`config.mk`:
```
export PLATFORM = sky130hd
export DESIGN_NAME = adc_scan_sequencer
export DESIGN_NICKNAME = d
export VERILOG_FILES = /design/src/adc_scan_pkg.sv /design/src/adc_conv_clock.sv /design/src/adc_scan_sequencer.sv
export VERILOG_INCLUDE_DIRS = /design/src
export SDC_FILE = /design/constraint.sdc
export NUM_CORES = 1
export LEC_CHECK = 0
export BUFFER_PORTS_ARGS = -buffer_cell sky130_fd_sc_hd__buf_4
export CAP_MARGIN = 10
export CORE_MARGIN = 1.5
export CORE_UTILIZATION = 30
export DETAILED_ROUTE_END_ITERATION = 8
export PLACE_DENSITY_LB_ADDON = 0.15
export SYNTH_ARGS = -nofsm -noshare
export SYNTH_HDL_FRONTEND = slang
export SYNTH_SLANG_ARGS = --single-unit
```
`constraint.sdc`:
```
create_clock -name I_CLK_SYS -period 2.2 [get_ports I_CLK_SYS]
set_input_delay 0 -clock I_CLK_SYS [delete_from_list [all_inputs] [get_ports I_CLK_SYS]]
set_output_delay 0 -clock I_CLK_SYS [all_outputs]
set_load 0.005 [all_outputs]
```
`src/adc_scan_consts.svh`:
```
// constants for the converter scan sequencer
`ifndef ADC_SCAN_CONSTS_SVH
`define ADC_SCAN_CONSTS_SVH
`define ADC_RESULT_BASE_ADDR 5'h01
`define ADC_RESULT_LAST_ADDR 5'h08
`define ADC_CTRL_ADDR        5'h03
`define ADC_CTRL_RESET       8'h00
`define ADC_BIT_RUN          0
`define ADC_BIT_REPEAT       1
`define ADC_BIT_POWER        2
`define ADC_BIT_SCAN         3
`define ADC_BIT_HALVE        4
`define ADC_LAST_LSB         5
`define ADC_LAST_MSB         7
`define ADC_CONV_CYCLES      82
`define ADC_CONV_CYCLES_VAL  7'h52
`define ADC_HALVE_DIV        2
`define ADC_STARTUP_US       60
`define ADC_CLK_MHZ          40
`define ADC_STARTUP_CYCLES   (`ADC_STARTUP_US * `ADC_CLK_MHZ)
`endif

```
`src/adc_scan_pkg.sv`:
```
// types for the converter scan sequencer
package adc_scan_pkg;
  typedef enum logic [1:0] {
    ST_IDLE  = 2'b00,
    ST_WAKE  = 2'b01,
    ST_CONV  = 2'b10,
    ST_NEXT  = 2'b11
  } seq_state_type;
endpackage : adc_scan_pkg

```
`src/adc_conv_clock.sv`:
```
// converter clock enable: master rate or master rate halved
module adc_conv_clock (
  // clock and reset
  input  wire logic i_clk,
  input  wire logic i_reset_n,
  // control
  input  wire logic i_run,
  input  wire logic i_halve,
  // enable out
  output logic      o_tick
);
  logic phase_q;

  always_ff @(posedge i_clk) begin
    if (!i_reset_n || !i_run) begin
      phase_q <= 1'b0;
    end else begin
      phase_q <= ~phase_q;
    end
  end

  // divided by two: one tick every other master cycle
  assign o_tick = i_run & (i_halve ? phase_q : 1'b1);
endmodule : adc_conv_clock

```
`src/adc_scan_sequencer.sv`:
```
// converter scan sequencer with control and result registers
// How it works
// - each conversion stores 8-bit result per channel
// - input at or above top gives FFh
// - input below bottom gives 00h
// - wait state leaves conversions running
// - halt disables converter until start-up delay
// - one channel single: convert, flag, idle
// - scan single: channels 0..last, one flag
// - one channel repeat overwrites its result
// - scan repeat cycles channels 0..last forever
// - repeat modes stop when run cleared
// - run bit one starts, zero stops
// - hardware clears run after single sequence
// - last channel field bits 7..5, ascending scan
// - last channel zero converts channel 0
// - clock halve bit divides converter clock
// - power bit enables, reset zero, halt forces
// - result reloaded when its conversion completes
// - end of conversion drives interrupt request
// - one conversion takes 82 converter clocks
// - halved converter clock is master over two
`include "adc_scan_consts.svh"
module adc_scan_sequencer
  import adc_scan_pkg::*;
#(
  parameter int STARTUP_CYCLES = `ADC_STARTUP_CYCLES
) (
  // clock and reset
  input  wire logic       I_CLK_SYS,
  input  wire logic       I_RESET_N,
  // core power states
  input  wire logic       I_HALT,
  input  wire logic       I_WAIT,
  // control register write port
  input  wire logic       I_CFG_WE,
  input  wire logic [4:0] I_CFG_ADDR,
  input  wire logic [7:0] I_CFG_WDATA,
  output logic      [7:0] O_CFG_RDATA,
  // result register read port
  input  wire logic [4:0] I_RES_ADDR,
  output logic      [7:0] O_RES_RDATA,
  // analog front end
  input  wire logic [7:0] I_SAR_CODE,
  input  wire logic       I_ABOVE_TOP,
  input  wire logic       I_BELOW_BOTTOM,
  output logic      [2:0] O_MUX_SEL,
  output logic            O_SAMPLE,
  output logic            O_BIAS_EN,
  // interrupt request
  output logic            O_EOC_IRQ
);
  logic [7:0]    ctrl_q;
  logic [7:0]    result_q [0:7];
  logic [7:0]    rdata_q;
  logic [7:0]    res_rdata_q;
  logic [2:0]    chan_q;
  logic [6:0]    cnt_q;
  logic [11:0]   wake_q;
  logic          eoc_q;
  logic          done_pulse;
  logic          tick;
  logic          halt_q;
  logic          conv_end;
  logic          wake_done;
  logic [7:0]    conv_cyc_q;
  logic          seq_last;
  logic [7:0]    sample;
  seq_state_type state_q;

  wire run     = ctrl_q[`ADC_BIT_RUN];
  wire repeat_ = ctrl_q[`ADC_BIT_REPEAT];
  wire power   = ctrl_q[`ADC_BIT_POWER];
  wire scan    = ctrl_q[`ADC_BIT_SCAN];
  wire halve   = ctrl_q[`ADC_BIT_HALVE];
  wire [2:0] last_ch = ctrl_q[`ADC_LAST_MSB:`ADC_LAST_LSB];
  wire ctrl_wr = I_CFG_WE && (I_CFG_ADDR == `ADC_CTRL_ADDR);
  // wait mode is not looked at: only halt gates the converter
  wire active  = power && !I_HALT;

  function automatic logic [7:0] saturate(input logic [7:0] code,
                                          input logic top, input logic bot);
    if (top) begin
      saturate = 8'hFF;
    end else if (bot) begin
      saturate = 8'h00;
    end else begin
      saturate = code;
    end
  endfunction : saturate

  function automatic logic res_hit(input logic [4:0] a);
    res_hit = (a >= `ADC_RESULT_BASE_ADDR) && (a <= `ADC_RESULT_LAST_ADDR);
  endfunction : res_hit

  adc_conv_clock u_clk (
    .i_clk     (I_CLK_SYS),
    .i_reset_n (I_RESET_N),
    .i_run     (state_q == ST_CONV),
    .i_halve   (halve),
    .o_tick    (tick)
  );

  // a stop landing on the last tick must not leave a result or a flag behind
  assign conv_end  = (state_q == ST_CONV) && active && run && tick &&
                     (cnt_q == `ADC_CONV_CYCLES_VAL - 7'h01);
  assign wake_done = (state_q == ST_WAKE) && active && run &&
                     (wake_q == 12'(STARTUP_CYCLES - 1));
  assign seq_last = !scan || (chan_q == last_ch);
  assign sample   = saturate(I_SAR_CODE, I_ABOVE_TOP, I_BELOW_BOTTOM);
  assign done_pulse = conv_end && seq_last;

  always_ff @(posedge I_CLK_SYS) begin
    if (!I_RESET_N) begin
      halt_q <= 1'b0;
    end else if (I_HALT) begin
      // held until the wake delay has run, however late the next start comes
      halt_q <= 1'b1;
    end else if (wake_done) begin
      halt_q <= 1'b0;
    end
  end

  // control register
  always_ff @(posedge I_CLK_SYS) begin
    if (!I_RESET_N) begin
      ctrl_q <= `ADC_CTRL_RESET;
    end else begin
      if (ctrl_wr) begin
        ctrl_q <= I_CFG_WDATA;
      end
      if (done_pulse && !repeat_ && !(ctrl_wr && I_CFG_WDATA[`ADC_BIT_RUN])) begin
        ctrl_q[`ADC_BIT_RUN] <= 1'b0;
      end
      if (I_HALT) begin
        ctrl_q[`ADC_BIT_POWER] <= 1'b0;
      end
    end
  end

  // sequencer
  always_ff @(posedge I_CLK_SYS) begin
    if (!I_RESET_N) begin
      state_q <= ST_IDLE;
      chan_q  <= 3'h0;
      cnt_q   <= 7'h00;
      wake_q  <= 12'h000;
    end else if (!active || !run) begin
      // stopping abandons the conversion in flight
      state_q <= ST_IDLE;
      cnt_q   <= 7'h00;
      if (!power) begin
        wake_q <= 12'h000;
      end
    end else begin
      case (state_q)
        ST_IDLE: begin
          chan_q  <= scan ? 3'h0 : last_ch;
          cnt_q   <= 7'h00;
          state_q <= halt_q ? ST_WAKE : ST_CONV;
          wake_q  <= 12'h000;
        end
        ST_WAKE: begin
          // start-up delay after halt release
          wake_q <= wake_q + 12'h001;
          if (wake_done) begin
            state_q <= ST_CONV;
          end
        end
        ST_CONV: begin
          if (tick) begin
            cnt_q <= cnt_q + 7'h01;
          end
          if (conv_end) begin
            state_q <= ST_NEXT;
          end
        end
        ST_NEXT: begin
          cnt_q <= 7'h00;
          if (!seq_last) begin
            chan_q  <= chan_q + 3'h1;
            state_q <= ST_CONV;
          end else if (repeat_) begin
            chan_q  <= scan ? 3'h0 : last_ch;
            state_q <= ST_CONV;
          end else begin
            state_q <= ST_IDLE; // run is still set here, so idle starts again
          end
        end
        default: state_q <= ST_IDLE;
      endcase
    end
  end

  // results
  always_ff @(posedge I_CLK_SYS) begin
    if (!I_RESET_N) begin
      for (int i = 0; i < 8; i++) begin
        result_q[i] <= 8'h00;
      end
    end else if (conv_end) begin
      result_q[chan_q] <= sample;
    end
  end

  // end of conversion interrupt request, one cycle
  always_ff @(posedge I_CLK_SYS) begin
    if (!I_RESET_N) begin
      eoc_q <= 1'b0;
    end else begin
      eoc_q <= done_pulse;
    end
  end

  // master cycles spent in the current conversion, for the length check
  always_ff @(posedge I_CLK_SYS) begin
    if (!I_RESET_N || state_q != ST_CONV) begin
      conv_cyc_q <= 8'h00;
    end else begin
      conv_cyc_q <= conv_cyc_q + 8'h01;
    end
  end

  // read ports
  always_ff @(posedge I_CLK_SYS) begin
    if (!I_RESET_N) begin
      rdata_q     <= 8'h00;
      res_rdata_q <= 8'h00;
    end else begin
      rdata_q <= (I_CFG_ADDR == `ADC_CTRL_ADDR) ? ctrl_q : 8'h00;
      if (res_hit(I_RES_ADDR)) begin
        res_rdata_q <= result_q[3'(I_RES_ADDR - `ADC_RESULT_BASE_ADDR)];
      end else begin
        res_rdata_q <= 8'h00;
      end
    end
  end

  assign O_CFG_RDATA = rdata_q;
  assign O_RES_RDATA = res_rdata_q;
  assign O_MUX_SEL   = chan_q;
  assign O_SAMPLE    = (state_q == ST_CONV);
  assign O_BIAS_EN   = active;
  assign O_EOC_IRQ   = eoc_q;

  // a result may only move when its own channel finishes
  generate
    for (genvar g = 0; g < 8; g++) begin : g_res_chk

    end
  endgenerate
endmodule : adc_scan_sequencer

```
==> results.py <==
metrics = {
    "run_status": {
        "outcome": "completed",
    },
    "min_path": {
        "hold_start": "I_RESET_N",
        "hold_class": "input port to flop",
    },
    "routing": {
        "wirelength_mm": 12.0,
        "viasPerCell": 4.76,
        "drt_iter0_markers": 139,
        "first_pass_iters": 4,
        "wl_per_cell_um": 15.4,
        "drc_errors": 0,
        "ant_nets": 0,
        "dr_total_vias": 3700,
    },
    "clock_tree": {
        "clk_latency_ns": 0.41,
        "cts_setup_buffers": 0,
        "cts_resized": 0,
        "cts.sink_count": 115,
        "htreeDepth": 4,
        "cts_root_buffer": "clkbuf_16",
        "path_clk_slew_ns": 0.05,
        "cts_made_buffers": 17,
        "cts_tree": "built",
        "cts_hold_buffers": 15,
        "clockBufferDepth": 2,
    },
    "floorplanning": {
        "core.rowCount": 47,
        "core_region_area_um2": 16500,
        "die_y_um": 133,
        "ios": 55,
        "die_width_um": 133,
        "die_area_um2": 17600,
        "start_util_pct": 30.6,
    },
    "synthesis": {
        "ys.flop_type": "edfxtp_1",
        "synth.most_common_cell": "nor2_1",
        "yosysTopAreaCell": "edfxtp_1",
        "yosys_register_bits": 115,
        "syn_inst": 447,
        "synth_edf_count": 64,
        "synth_common_cells": "84 x nor2_1, 64 x edfxtp_1, 57 x nand2_1",
        "ys_seq_area_share_pct": 58.4,
        "yosysUniqueCellTypes": 54,
        "ys_warn_count": 0,
        "netlist_area_um2": 5040,
        "avgSynthCellArea_um2": 11.3,
        "async_flop_share_pct": 0,
        "syn-num-nets": 490,
        "synthTopCellsByArea": "edfxtp_1 38%, dfxtp_1 20%, mux4_2 7.2%",
        "synth_top_cell_area_share_pct": 38.1,
    },
    "finish": {
        "stdcell_count": 777,
        "multi_input_area_um2": 1990,
        "fin_nets": 587,
        "final_area_um2": 6620,
        "diodes": 0,
        "area_growth_pct": 31.4,
        "utilization_pct": 40.2,
        "fillers": 1642,
        "drive_above_1_share_pct": 23.2,
        "seq_area_um2": 2940,
    },
    "worst_setup_path": {
        "cp_cell_sequence": "ha_1, nor4bb_1, nand3b_1, nor3_1, buf_4, nand4_1, nand2_1, buf_12",
        "path_buf_inv": 2,
        "r2r_setup_slack_ns": 0.16,
        "worstPathRequired_ns": 2.32,
        "cp-startpoint": "cnt_q[0]$_SDFFE_PP0P_",
        "cp_slowest_stage_delay_ns": 0.37,
        "critPathMaxFanout": 8,
        "slowest_stage": "dfxtp_1",
        "r2r-start": "cnt_q[0]$_SDFFE_PP0P_",
        "cpLargestDelayFamily": "simple AND/OR/NAND/NOR gates",
        "start_kind": "flop",
        "critical_path_class": "flop to flop",
        "worstSetupEndpointType": "flop",
        "arrival_ns": 2.16,
    },
    "power": {
        "p_per_area_nw_per_um2": 799,
        "ir_worst_vdd_v": 0.000504,
        "seqPwrFrac_pct": 44.5,
        "pwr-share-clk_pct": 49.3,
        "p_switching_mw": 1.14,
        "p_leak_nw": 2.47,
        "p_comb_share_pct": 6.2,
        "switching_share_pct": 21.5,
        "internal_power_mw": 4.15,
    },
    "sta": {
        "setup_viol": 0,
        "finalSetupTns_ns": 0,
        "drv_slew": 0,
        "maxClockFrequency_mhz": 491,
        "rsz0062_at_grt": "no",
        "hold_violations": 0,
        "worstMarginPinSlew_ns": 0.784,
        "fin_skew_ns": 0.0104,
        "fin_crit_sh_pct": 92.7,
        "period_needed_ns": 2.04,
        "slew-limit-headroom_pct": 47.7,
        "worst_slack_ns": 0.161,
    },
    "global_routing": {
        "overflow": 0,
        "antenna_found_initial": 0,
        "grtUsageTotal_pct": 14.6,
        "grt_first_pass_wirelength_mm": 19.4,
        "grt_pass1_vias": 3795,
        "grt_max_degree": 28,
    },
    "placed_design": {
        "gp_congestion": 0.790,
        "dp_hpwl_mm": 8.24,
        "placed_area_um2": 5910,
        "pre_cts_ws_ns": 0.132,
        "port_buffers": 53,
        "placed_cells": 730,
    },
    "run": {
        "drv_cap": 0,
    },
}
cells in the final DEF (no fill, tap or decap), types with 4 or more instances in the layout:
cell type	count
nor2_1	84
ha_1	10
inv_1	10
nand3_1	13
nand3b_1	4
nand4_1	9
a21oi_1	21
dlygate4sd3_1	15
clkbuf_16	17
clkbuf_1	5
edfxtp_1	64
xnor2_1	8
nor4_1	4
buf_4	72
xor2_1	11
buf_12	6
dfxtp_1	51
mux4_2	16
nor3_1	4
nand2_1	57
a21boi_1	6
and3_1	11
metal layers:
layer  up-vias  routed length (µm)  track usage (%)
li1       1807                   -                -
met1      1805                5170             16.7
met2        75                6160             25.5
met3        13                 482             4.18
met4         0                 170             6.29
met5         -                   0                0
layout make-up:
type,instances,area share [%]
clock buffers,22,6.71
clock inverters,10,1.66
inverters,11,0.624
multi-input cells,306,30.1
flip-flops and latches,115,44.5
well taps,220,4.16
repair buffers,93,12.2
worst min-delay path: cells and delay by family:
family / cells / cell delay, ns
buffers and inverters: 1 / 0.18
and+or+nand+nor: 1 / 0.12
AOI/OAI and AO/OA: 1 / 0.10
kinds of logic after synthesis:
family	count (synthesis)	share of synthesized area, %
fa+ha+maj	10	2.48
simple gates	207	19.2
flops	115	58.4
compound gates	49	6.36
buf+inv	26	2.01
mux	21	8.22
xor+xnor	19	3.30
power groups by stage:
stage | Combinational, mW | Sequential (mW) | Clock [mW]
after floorplan | 0.171 | 2.39 | 0
after global placement | 0.320 | 2.39 | 0
after detailed placement | 0.322 | 2.40 | 0
after CTS | 0.335 | 2.35 | 2.67
after global routing | 0.358 | 2.36 | 2.77
final | 0.327 | 2.35 | 2.61
state kept, by name, indices dropped and copies added (netlist names):
name           flops
O_CFG_RDATA        8
O_EOC_IRQ          1
O_MUX_SEL          3
O_RES_RDATA        8
cnt_q              7
ctrl_q             8
halt_q             1
result_q          64
state_q            2
u_clk.phase_q      1
wake_q            12
through the flow:
stage / hold WS, ns / total power [mW]
5_1_grt: 0.0719 / 5.48
4_1_cts: 0.0311 / 5.36
6_report: 0.0553 / 5.29
3_5_place_dp: 0.212 / 2.72
3_3_place_gp: 0.207 / 2.71
2_1_floorplan: 0.0302 / 2.56
worst paths after layout:
path         cells past startpoint                            to
max                              8  result_q[6][5]$_SDFFCE_PN0P_
max reg2reg                      8  result_q[6][5]$_SDFFCE_PN0P_
min reg2reg                      1      u_clk.phase_q$_SDFF_PP0_
min                              3     O_MUX_SEL[2]$_SDFFE_PN0P_
(Power assumes the default switching activity.)
